File: src/txdlo_pkg.sv
// Constants shared by the transmit digital line output block
package txdlo_pkg;
    // Register map, byte addresses
    localparam logic [7:0] ADDR_CTRL   = 8'h00;
    localparam logic [7:0] ADDR_STATUS = 8'h04;

    // Control register fields
    localparam int CTRL_FULL_BAUD  = 0;
    localparam int CTRL_POLARITY   = 1;
    localparam int CTRL_DIG_LINE   = 2;
    localparam int CTRL_CODE_SEL   = 3;
    localparam int CTRL_FSYNC_EN   = 4;
    localparam int CTRL_T1_MODE    = 5;
    localparam int CTRL_CLK_SRC_LO = 6;
    localparam int CTRL_CLK_SRC_HI = 7;
    localparam int CTRL_WIDTH      = 8;
    localparam logic [CTRL_WIDTH-1:0] CTRL_RESET = 8'h00;

    // Status register fields
    localparam int STAT_NEG_OE   = 0;
    localparam int STAT_POS_OE   = 1;
    localparam int STAT_LINE2_EN = 2;
    localparam int STAT_TX_CLK   = 3;
    localparam int STAT_FSYNC    = 4;
    localparam int STAT_WIDTH    = 5;

    // Transmit clock source selection
    localparam logic [1:0] SRC_SYS_TX   = 2'h0;
    localparam logic [1:0] SRC_RECOVERD = 2'h1;
    localparam logic [1:0] SRC_INTERNAL = 2'h2;

    // External clock inputs sampled by the system clock
    localparam int SYNC_SYS_TX = 0;
    localparam int SYNC_RX_CLK = 1;
    localparam int SYNC_REF16  = 2;
    localparam int SYNC_COUNT  = 3;

    // Rates; the internal clock is a phase accumulator toggling twice per bit
    localparam longint CLK_HZ        = 125000000;
    localparam longint E1_BIT_HZ     = 2048000;
    localparam longint T1_BIT_HZ     = 1544000;
    localparam int     NCO_WIDTH     = 32;
    localparam logic [NCO_WIDTH-1:0] NCO_INC_E1 =
        NCO_WIDTH'((2 * E1_BIT_HZ * (64'h1 << NCO_WIDTH)) / CLK_HZ);
    localparam logic [NCO_WIDTH-1:0] NCO_INC_T1 =
        NCO_WIDTH'((2 * T1_BIT_HZ * (64'h1 << NCO_WIDTH)) / CLK_HZ);

    // Frame sync: 16.384 MHz divided down to 8 kHz; pulse spans eight reference periods, 488 ns
    localparam longint REF_HZ       = 16384000;
    localparam longint FSYNC_HZ     = 8000;
    localparam int     FSYNC_WIDTH  = 11;
    localparam logic [FSYNC_WIDTH-1:0] FSYNC_LAST =
        FSYNC_WIDTH'(REF_HZ / FSYNC_HZ - 1);
    localparam logic [FSYNC_WIDTH-1:0] FSYNC_ZERO = 11'h000;
    localparam int     FSYNC_PULSE  = 8;
    localparam logic [FSYNC_WIDTH-1:0] FSYNC_FIRST =
        FSYNC_WIDTH'(REF_HZ / FSYNC_HZ - FSYNC_PULSE);
endpackage

File: src/txdlo_sync.sv
// Two-stage synchroniser with edge detection for one external clock
module txdlo_sync
(
    // Clock and reset
    input  wire logic i_clk,
    input  wire logic i_rst,
    // Asynchronous input
    input  wire logic i_async,
    // Synchronised level and edges
    output logic      o_level,
    output logic      o_rise,
    output logic      o_fall
);
    logic meta_q;
    logic sync_q;
    logic last_q;

    // First stage is read only by the second stage
    always_ff @(posedge i_clk or posedge i_rst)
    begin
        if (i_rst)
        begin
            meta_q <= 1'b0;
            sync_q <= 1'b0;
            last_q <= 1'b0;
        end
        else
        begin
            meta_q <= i_async;
            sync_q <= meta_q;
            last_q <= sync_q;
        end
    end

    assign o_level = sync_q;
    assign o_rise  = sync_q & ~last_q;
    assign o_fall  = ~sync_q & last_q;
endmodule

File: src/txdlo_top.sv
// Transmit digital line output stage with APB control
module txdlo_top
(
    // Clock and reset
    input  wire logic        i_clk,
    input  wire logic        i_rst,
    // APB slave
    input  wire logic        i_psel,
    input  wire logic        i_penable,
    input  wire logic        i_pwrite,
    input  wire logic [7:0]  i_paddr,
    input  wire logic [31:0] i_pwdata,
    output logic [31:0]      o_prdata,
    output logic             o_pready,
    output logic             o_pslverr,
    // Transmit data from the framer, one bit per rail
    input  wire logic        i_tx_mark_pos,
    input  wire logic        i_tx_mark_neg,
    // External clocks
    input  wire logic        i_system_tx_clock_in,
    input  wire logic        i_rx_recovered_clock_in,
    input  wire logic        i_system_ref_clock_in,
    // Line pins
    output logic             o_tx_neg_rail_out,
    output logic             o_tx_neg_rail_oe,
    output logic             o_tx_pos_rail_out,
    output logic             o_tx_pos_rail_oe,
    output logic             o_tx_line2_analog_en,
    output logic             o_tx_clock_out
);
    logic [txdlo_pkg::CTRL_WIDTH-1:0]  ctrl_q;
    logic [txdlo_pkg::CTRL_WIDTH-1:0]  ctrl_d;
    logic [31:0]                       prdata_q;
    logic [31:0]                       prdata_d;
    logic                              slverr_q;
    logic                              slverr_d;
    logic [txdlo_pkg::NCO_WIDTH-1:0]   nco_q;
    logic [txdlo_pkg::NCO_WIDTH-1:0]   nco_d;
    logic                              nco_clk_q;
    logic                              nco_clk_d;
    logic                              txclk_q;
    logic                              txclk_d;
    logic                              neg_q;
    logic                              neg_d;
    logic                              pos_q;
    logic                              pos_d;
    logic                              neg_bit_q;
    logic                              neg_bit_d;
    logic                              pos_bit_q;
    logic                              pos_bit_d;
    logic [txdlo_pkg::FSYNC_WIDTH-1:0] fcnt_q;
    logic [txdlo_pkg::FSYNC_WIDTH-1:0] fcnt_d;
    logic                              fsync_q;
    logic                              fsync_d;
    logic                              pin_q;
    logic                              pin_d;

    logic [txdlo_pkg::SYNC_COUNT-1:0]  ext_async;
    logic [txdlo_pkg::SYNC_COUNT-1:0]  ext_level;
    logic [txdlo_pkg::SYNC_COUNT-1:0]  ext_rise;
    logic [txdlo_pkg::SYNC_COUNT-1:0]  ext_fall;
    logic [1:0]                        clk_src;
    logic                              sel_level;
    logic                              tx_rise;
    logic                              tx_fall;
    logic                              nco_wrap;
    logic                              dual_rail;
    logic                              single_rail;
    logic                              full_baud;
    logic                              polarity;
    logic                              access;

    assign ext_async[txdlo_pkg::SYNC_SYS_TX] = i_system_tx_clock_in;
    assign ext_async[txdlo_pkg::SYNC_RX_CLK] = i_rx_recovered_clock_in;
    assign ext_async[txdlo_pkg::SYNC_REF16]  = i_system_ref_clock_in;

    // Every external clock is resampled; edges are coarse by up to one 8 ns cycle
    genvar g;
    generate
        for (g = 0; g < txdlo_pkg::SYNC_COUNT; g++)
        begin : gen_sync
            txdlo_sync u_sync
            (
                .i_clk   (i_clk),
                .i_rst   (i_rst),
                .i_async (ext_async[g]),
                .o_level (ext_level[g]),
                .o_rise  (ext_rise[g]),
                .o_fall  (ext_fall[g])
            );
        end
    endgenerate

    assign clk_src   = ctrl_q[txdlo_pkg::CTRL_CLK_SRC_HI:txdlo_pkg::CTRL_CLK_SRC_LO];
    assign full_baud = ctrl_q[txdlo_pkg::CTRL_FULL_BAUD];
    assign polarity  = ctrl_q[txdlo_pkg::CTRL_POLARITY];
    assign dual_rail   = ctrl_q[txdlo_pkg::CTRL_DIG_LINE]
                         & ctrl_q[txdlo_pkg::CTRL_CODE_SEL];
    assign single_rail = ctrl_q[txdlo_pkg::CTRL_DIG_LINE]
                         & ~ctrl_q[txdlo_pkg::CTRL_CODE_SEL];
    assign access    = i_psel & i_penable;

    // APB: zero wait states, unmapped addresses answer with an error
    always_comb
    begin
        ctrl_d   = ctrl_q;
        prdata_d = prdata_q;
        slverr_d = 1'b0;
        if (i_psel & ~i_penable)
        begin
            prdata_d = 32'h0000_0000;
            if (i_paddr == txdlo_pkg::ADDR_CTRL)
            begin
                prdata_d[txdlo_pkg::CTRL_WIDTH-1:0] = ctrl_q;
            end
            else if (i_paddr == txdlo_pkg::ADDR_STATUS)
            begin
                prdata_d[txdlo_pkg::STAT_NEG_OE]   = o_tx_neg_rail_oe;
                prdata_d[txdlo_pkg::STAT_POS_OE]   = o_tx_pos_rail_oe;
                prdata_d[txdlo_pkg::STAT_LINE2_EN] = o_tx_line2_analog_en;
                prdata_d[txdlo_pkg::STAT_TX_CLK]   = txclk_q;
                prdata_d[txdlo_pkg::STAT_FSYNC]    = fsync_q;
            end
            else
            begin
                slverr_d = 1'b1;
            end
        end
        else if (access)
        begin
            slverr_d = slverr_q;
            if (i_pwrite && i_paddr == txdlo_pkg::ADDR_CTRL)
            begin
                ctrl_d = i_pwdata[txdlo_pkg::CTRL_WIDTH-1:0];
            end
        end
    end

    always_ff @(posedge i_clk or posedge i_rst)
    begin
        if (i_rst)
        begin
            ctrl_q   <= txdlo_pkg::CTRL_RESET;
            prdata_q <= 32'h0000_0000;
            slverr_q <= 1'b0;
        end
        else
        begin
            ctrl_q   <= ctrl_d;
            prdata_q <= prdata_d;
            slverr_q <= slverr_d;
        end
    end

    assign o_pready  = 1'b1;
    assign o_prdata  = prdata_q;
    assign o_pslverr = access & slverr_q;

    // Internal clock: phase accumulator, so its jitter is one 8 ns cycle
    assign nco_wrap = (nco_q + (ctrl_q[txdlo_pkg::CTRL_T1_MODE] ? txdlo_pkg::NCO_INC_T1
                                                                 : txdlo_pkg::NCO_INC_E1))
                      < nco_q;

    always_comb
    begin
        nco_d     = nco_q + (ctrl_q[txdlo_pkg::CTRL_T1_MODE] ? txdlo_pkg::NCO_INC_T1
                                                             : txdlo_pkg::NCO_INC_E1);
        nco_clk_d = nco_wrap ? ~nco_clk_q : nco_clk_q;
        case (clk_src)
            txdlo_pkg::SRC_SYS_TX:   sel_level = ext_level[txdlo_pkg::SYNC_SYS_TX];
            txdlo_pkg::SRC_RECOVERD: sel_level = ext_level[txdlo_pkg::SYNC_RX_CLK];
            txdlo_pkg::SRC_INTERNAL: sel_level = nco_clk_q;
            default:                 sel_level = nco_clk_q;
        endcase
        txclk_d = sel_level;
        tx_rise = sel_level & ~txclk_q;
        tx_fall = ~sel_level & txclk_q;
    end

    // Line data: captured and launched on transmit clock rising edges
    always_comb
    begin
        neg_bit_d = neg_bit_q;
        pos_bit_d = pos_bit_q;
        neg_d     = neg_q;
        pos_d     = pos_q;
        if (tx_rise)
        begin
            neg_bit_d = i_tx_mark_neg;
            pos_bit_d = i_tx_mark_pos;
            neg_d     = i_tx_mark_neg;
            pos_d     = i_tx_mark_pos;
        end
        else if (tx_fall && !full_baud && !single_rail)
        begin
            // Half baud returns to zero at mid-bit
            neg_d = 1'b0;
            pos_d = 1'b0;
        end
    end

    // Frame sync counts reference edges; pulse covers the last eight of each frame
    always_comb
    begin
        fcnt_d  = fcnt_q;
        fsync_d = fsync_q;
        if (ext_rise[txdlo_pkg::SYNC_REF16])
        begin
            fcnt_d  = (fcnt_q == txdlo_pkg::FSYNC_LAST) ? txdlo_pkg::FSYNC_ZERO
                                                        : fcnt_q + 1'b1;
            fsync_d = (fcnt_q >= txdlo_pkg::FSYNC_FIRST);
        end
        pin_d = ctrl_q[txdlo_pkg::CTRL_FSYNC_EN] ? fsync_d : txclk_d;
    end

    always_ff @(posedge i_clk or posedge i_rst)
    begin
        if (i_rst)
        begin
            nco_q     <= '0;
            nco_clk_q <= 1'b0;
            txclk_q   <= 1'b0;
            neg_bit_q <= 1'b0;
            pos_bit_q <= 1'b0;
            neg_q     <= 1'b0;
            pos_q     <= 1'b0;
            fcnt_q    <= txdlo_pkg::FSYNC_ZERO;
            fsync_q   <= 1'b0;
            pin_q     <= 1'b0;
        end
        else
        begin
            nco_q     <= nco_d;
            nco_clk_q <= nco_clk_d;
            txclk_q   <= txclk_d;
            neg_bit_q <= neg_bit_d;
            pos_bit_q <= pos_bit_d;
            neg_q     <= neg_d;
            pos_q     <= pos_d;
            fcnt_q    <= fcnt_d;
            fsync_q   <= fsync_d;
            pin_q     <= pin_d;
        end
    end

    // Reset clears the polarity bit, so marks drive the pins low, except o_tx_pos_rail_out in single rail, where they drive it high
    assign o_tx_neg_rail_out = polarity ? neg_q : ~neg_q;
    assign o_tx_pos_rail_out = single_rail ? (polarity ? ~pos_bit_q : pos_bit_q)
                                           : (polarity ? pos_q : ~pos_q);
    assign o_tx_neg_rail_oe  = dual_rail;
    assign o_tx_pos_rail_oe  = ctrl_q[txdlo_pkg::CTRL_DIG_LINE];
    assign o_tx_line2_analog_en = ~ctrl_q[txdlo_pkg::CTRL_DIG_LINE]
                                  & ctrl_q[txdlo_pkg::CTRL_CODE_SEL];
    assign o_tx_clock_out    = pin_q;
endmodule

File: config.mk
export PLATFORM = sky130hd
export DESIGN_NAME = txdlo_top
export DESIGN_NICKNAME = d
export VERILOG_FILES = /design/src/txdlo_pkg.sv /design/src/txdlo_sync.sv /design/src/txdlo_top.sv
export SDC_FILE = /design/constraint.sdc
export NUM_CORES = 1
export LEC_CHECK = 0
export BUFFER_PORTS_ARGS = -buffer_cell sky130_fd_sc_hd__clkbuf_2
export CAP_MARGIN = 25
export CORE_MARGIN = 2
export CORE_UTILIZATION = 40
export CTS_BUF_LIST = sky130_fd_sc_hd__clkbuf_8
export CTS_CLUSTER_SIZE = 20
export DETAILED_ROUTE_END_ITERATION = 12
export GPL_TIMING_DRIVEN = 1
export SLEW_MARGIN = 5
export SYNTH_ARGS = -nofsm -noshare
export SYNTH_HDL_FRONTEND = slang
export SYNTH_SLANG_ARGS = --single-unit
File: constraint.sdc
create_clock -name i_clk -period 4.5 [get_ports i_clk]
set_input_delay 0.675 -clock i_clk [delete_from_list [all_inputs] [get_ports i_clk]]
set_output_delay 0.675 -clock i_clk [all_outputs]
set_load 0.005 [all_outputs]
Yosys cells after proc, flatten, opt, wreduce, memory -nomap -nowiden:

Index checks and enable logic that the tools add are counted.

* register bits: 74
* latch bits: 0
* RAM bits: 0
* bits in read-only memories: 0
* bits of input ports: 50
* output and inout bits: 40
* logic and storage cells: 75
* memories kept: 0

* $add $sub $neg: 2
* multiply operators: 0
* div/mod/pow operators: 0
* order comparisons: 2
* equal/unequal tests: 4
* shift-type cells: 0
* muxes and demuxes: 19
* bitwise gates (word level): 20
* reductions and logical operators: 9

Operators with widths (count)
* $add 32x28->32: 1
* $lt 32x32->1: 1
* $mux 28: 1
* $mux 1: 13
* $add 11x1->11 const B: 1
* $eq 11x11->1 const B: 1
* $ge 11x11->1 const B: 1
* $mux 11: 1
* $not 1->1: 11
* $mux 5: 2
* $and 1x1->1: 9
* $eq 8x3->1 const B: 1
* $logic_not 8->1: 1
* $logic_and 1x1->1: 3
* $mux 3: 1
* $reduce_and 3->1: 1
* $eq 2x1->1 const B: 1
* $logic_not 1->1: 2
* $logic_not 2->1: 1
* $ne 2x1->1 const B: 1
* $pmux 1 s2: 1
* $reduce_bool 2->1: 1

Logic depth before layout (Yosys ltp):

* depth in word-level cells: 8
* gate-level depth with buffers: 20
* gate-level depth less buffers: 19

Modules after synthesis:

From an unflattened synthesis, not the netlist that was laid out.

* cells, all modules: 448
* area, all modules: 4393.0 sq um

By module, submodules not included
* txdlo_top: times used 1, cells each 430, area each 4111.4 sq um, sequential area each 1601.5 sq um
* txdlo_sync: times used 3, cells each 6, area each 93.8 sq um, sequential area each 75.1 sq um

Worst setup path after synthesis:

No wires, ideal clock.

* kind: reg2reg
* start point: register ctrl_q[5] in the netlist's numbering
* end point: register nco_clk_q
* library setup time: 0.080 ns
* arrival time: 3.655 ns
* required time: 4.420 ns
* path slack: 0.765 ns
* cell stages (with the launch flop): 19
* buffers on the path: 1
* clock period less this slack: 3.735 ns
* cell sequence: dfrtp_1 inv_1 ha_1 nand3b_1 a211o_1 a31o_1 buf_6 nand3_1 a31oi_1 nor2b_1 nor2_1 xnor2_1 ha_1 nand4_1 a2111o_1 nor3_1 a211oi_2 o311ai_2 xnor2_1

* longest elaborated chain between the ends: 3

Ends and longest elaborated chain
* from (decl): line txdlo_top.sv:31 `logic [txdlo_pkg::CTRL_WIDTH-1:0] ctrl_q;`
* from (signal assigned): line txdlo_top.sv:143 `ctrl_q <= txdlo_pkg::CTRL_RESET;`
* from (signal assigned): line txdlo_top.sv:149 `ctrl_q <= ctrl_d;`
* $mux 28
* $add 32x28->32
* via nco_d (one bit): line txdlo_top.sv:38 `logic [txdlo_pkg::NCO_WIDTH-1:0] nco_d;`
* $lt 32x32->1: line txdlo_top.sv:162 `< nco_q;`
* to (signal assigned): line txdlo_top.sv:234 `nco_clk_q <= nco_clk_d;`
* to (decl): line txdlo_top.sv:39 `logic nco_clk_q;`

The timed path passes the listed nets, and every way through them passes these cells.
A chain may end at the register's enable or synchronous reset.

Final worst setup path:

Ends and elaborated chain as after synthesis.

==> metrics.cfg <==
[placed_design]
placed_area_um2 = 4586
globalplace.congestion = 0.7916
io_buffers = 40
dp_hpwl_um = 6054

[detailed_routing]
ant_nets = 0
routed_wl_um = 7764
dr.first_iter.drc_count = 121
routedWlPerCell_um = 12.32
drtPass1Iterations = 4
via_per_inst = 4.800
vias = 3024
drcViolationCount = 0

[timing]
setup_tns_ps = 0
fin_crit_ps = 4182
max_freq_mhz = 239.1
final_max_slew_viol_count = 0
setup_violations = 0
max_slew_margin_pct = 59.59
skew_ps = 9.195
rsz0062_at_grt = false
period_share_pct = 92.94
finalHoldViolCount = 0
tightest_slew_ps = 605.3

[synthesis]
synth_ff_type = dfrtp_1
yosysWarnings = 0
postSynthCellCount = 440
yosys.area.top_type_share_pct = 41.24
ys_top_cells_by_area = dfrtp_1 41%, ha_1 11%, xnor2_1 5.3%, buf_4 4.4%, nand2_1 4.0%
synth_top_area_cell = dfrtp_1
ys_types = 56
syn_avg_cell_area_um2 = 9.791
syn_area_um2 = 4308
ys_seq_area_share_pct = 41.24
ys_ff_latch = 71
synth-async-reset-ratio_pct = 100.0
synth-edff-count = 0

[floorplan]
start_util_pct = 41.54
rows = 37
core_area_um2 = 10370
die_w_um = 107.8
die_h_um = 107.8
pin_count = 90
dieArea_um2 = 11620

[flow_run]
cap_violations = 0

[critical_path]
path_depth = 18
crit_type = flop to flop
cpMostUsedCell = ha_1
crit_path_max_incr_delay_ps = 440
crit_path_top_delay_cell = ha_1
ff2ff_setup_slack_ps = 320
critPathMaxFanout = 8
cp-end-kind = flop
crit_buf_inv = 1
path_cells = clkinvlp_4, ha_1, a21bo_2, a21o_1, nand2_1, a31oi_1, o21ai_0, nor2_1, nor3_1, ha_1, and3_1, a211oi_1, a31o_2, a41oi_1, or3b_1, a211oi_2, o311ai_2, xnor2_1
crit_path_start_kind = flop
cp_top_family = compound AO/OA/AOI/OAI gates
required_ps = 4720
r2r_cells = 18
cp.arrival_ps = 4400

[clocking]
postCtsSetupRepairBufs = 0
clockRootBuffer = clkbuf_8
htree_num_levels = 3
cts_made_buffers = 9
cts_tree = done
clk_pin_slew_ps = 70
cts_buffer_depth = 2
clock_latency_ps = 340
cts_num_sinks = 71

[final_layout]
final_nets = 577
multi_input_area_um2 = 2237
register_area_um2 = 1777
n_fill_cell = 999
area_growth_pct = 10.72
diodes = 0
final_area_um2 = 4770
drive_gt1_share_pct = 19.03

[pwr]
peakVddDrop_v = 0.0002654
switching_share_pct = 40.68
p_int_uw = 1701
seq_power_share_pct = 33.4
power_frac_comb_pct = 50.9
power.density_nw_per_um2 = 601.3
p_leak_uw = 0.002358
p_switching_uw = 1167
p_clk_share_pct = 15.8

[grt]
grt_first_pass_wirelength_um = 13910
grt_pass1_vias = 3022
grt-ovfl-total = 0
top_usage_layer = met2
grt_util_met1_pct = 19.66
grt.total_usage_pct = 14.97
use_met2_pct = 24.75
grt_use_met3_pct = 3.269
antenna_found_initial = 0
grt_max_degree = 44

[outcome]
status = finished clean

[worst_hold_path]
min_delay_path_depth = 0
hp-class = flop to flop

[power by group through the flow]
stage          sequential, µW  combinational (µW)  clock (µW)
6_report                  957                1460         452
5_1_grt                   989                1690         500
4_1_cts                   958                1470         470
3_5_place_dp              967                1460           0
3_3_place_gp              963                1410           0
2_1_floorplan             925                1230           0
[worst reg2reg max path, stage by stage (launching register included)]
cell and delay (ps):
dfrtp_1 400, clkinvlp_4 230, ha_1 440, a21bo_2 260
a21o_1 190, nand2_1 90, a31oi_1 120, o21ai_0 170
nor2_1 60, nor3_1 210, ha_1 300, and3_1 150
a211oi_1 280, a31o_2 150, a41oi_1 30, or3b_1 390
a211oi_2 290, o311ai_2 150, xnor2_1 150
[cell usage in the layout, fill, tap and decap left out, types with 13 or more instances in the layout]
master	instances
xnor2_1	26
clkbuf_2	40
nor2_1	21
conb_1	25
a21oi_1	15
ha_1	37
o21ai_0	13
dfrtp_1	71
nand2_1	46
inv_1	38
[registers in the layout, summed over array words and instances, names as in the netlist]
name / cells
nco_q: 29
fcnt_q: 11
ctrl_q: 8
o_prdata: 8
gen_sync.u_sync.meta_q: 3
gen_sync.u_sync.o_level: 3
fsync_q: 1
gen_sync.u_sync.last_q: 1
nco_clk_q: 1
neg_q: 1
o_tx_clock_out: 1
pos_bit_q: 1
pos_q: 1
slverr_q: 1
txclk_q: 1
[cells in the mapped netlist (2+ instances only)]
cell,count
or2_2,3
o211ai_1,2
o31ai_1,8
buf_4,25
a41oi_1,3
a21o_1,8
o22ai_1,3
clkbuf_1,4
nor3_1,5
xor2_1,8
nand2b_1,5
buf_6,2
o21ai_0,13
a31o_2,2
nand4_1,9
or3_1,3
inv_1,40
conb_1,2
xnor2_1,26
nand2_1,46
ha_1,37
a21oi_1,15
nor4_1,3
a211oi_1,2
mux2i_1,10
a21oi_2,2
nor2b_1,5
nor2_1,21
dfrtp_1,71
nand3_1,11
and2_1,3
and3_1,5
mux2_2,9
a31oi_1,7
[path summary, 6_finish.rpt]
| check | from | to |
|---|---|---|
| min reg2reg | gen_sync[1].u_sync.meta_q$_DFF_PP0_ | gen_sync[1].u_sync.o_level$_DFF_PP0_ |
| min in group asynchronous | i_rst | nco_q[9]$_DFF_PP0_ |
| min | gen_sync[1].u_sync.meta_q$_DFF_PP0_ | gen_sync[1].u_sync.o_level$_DFF_PP0_ |
| max in group asynchronous | i_rst | nco_q[26]$_DFF_PP0_ |
| max | ctrl_q[5]$_DFFE_PP0P_ | nco_clk_q$_DFFE_PP0N_ |
| max reg2reg | ctrl_q[5]$_DFFE_PP0P_ | nco_clk_q$_DFFE_PP0N_ |
[what timing repair did]
item | CTS | global route
resized for setup | 0 | 4
hold buffers | 0 | 0
setup endpoints to repair | 0 | 1
[cells by family (layout without fill, tap and decap cells)]
group / Yosys count / in the layout / share of synthesized area [%]
XOR/XNOR: 34 / 34 / 6.913
AO/OA/AOI/OAI: 77 / 77 / 12.29
AND/OR/NAND/NOR: 128 / 128 / 14.93
adder cells (fa/ha/maj): 37 / 37 / 10.75
multiplexers: 19 / 19 / 4.676
buffers and inverters: 72 / 103 / 9.033
other: 2 / 25 / 0.1743
flip-flops: 71 / 71 / 41.24
[per-layer routing]
layer  vias up  wire (µm)  part of all wire, %
li1       1580          -                    -
met1      1392       3718                   48
met2        44       3707                   48
met3         8        244                  3.1
met4         0         93                  1.2
met5         -          0                    0
[cell type report]
| class | instances | share of cell area [%] |
|---|---|---|
| Multi-Input combinational cell | 320 | 46.90 |
| Inverter | 40 | 3.227 |
| Sequential cell | 71 | 37.25 |
| Clock buffer | 10 | 2.886 |
| Timing Repair Buffer | 48 | 5.456 |
| Tap cell | 136 | 3.568 |
| Clock inverter | 5 | 0.7083 |
[through the flow]
stage | util, % | hold slack (ps) | std cells | power (µW) | worst slack, ps
5_1_grt | 45.99 | 364.3 | 630 | 3174 | 8.158
3_5_place_dp | 44.22 | 337.2 | 615 | 2429 | 378.9
4_1_cts | 45.87 | 353.0 | 630 | 2898 | 319.5
2_1_floorplan | - | 331.2 | 463 | 2152 | 765.1
3_3_place_gp | 44.22 | 333.7 | 615 | 2376 | 373.8
6_report | 45.99 | 349.0 | 630 | 2868 | 317.6
Power figures use the tool's default switching activity.
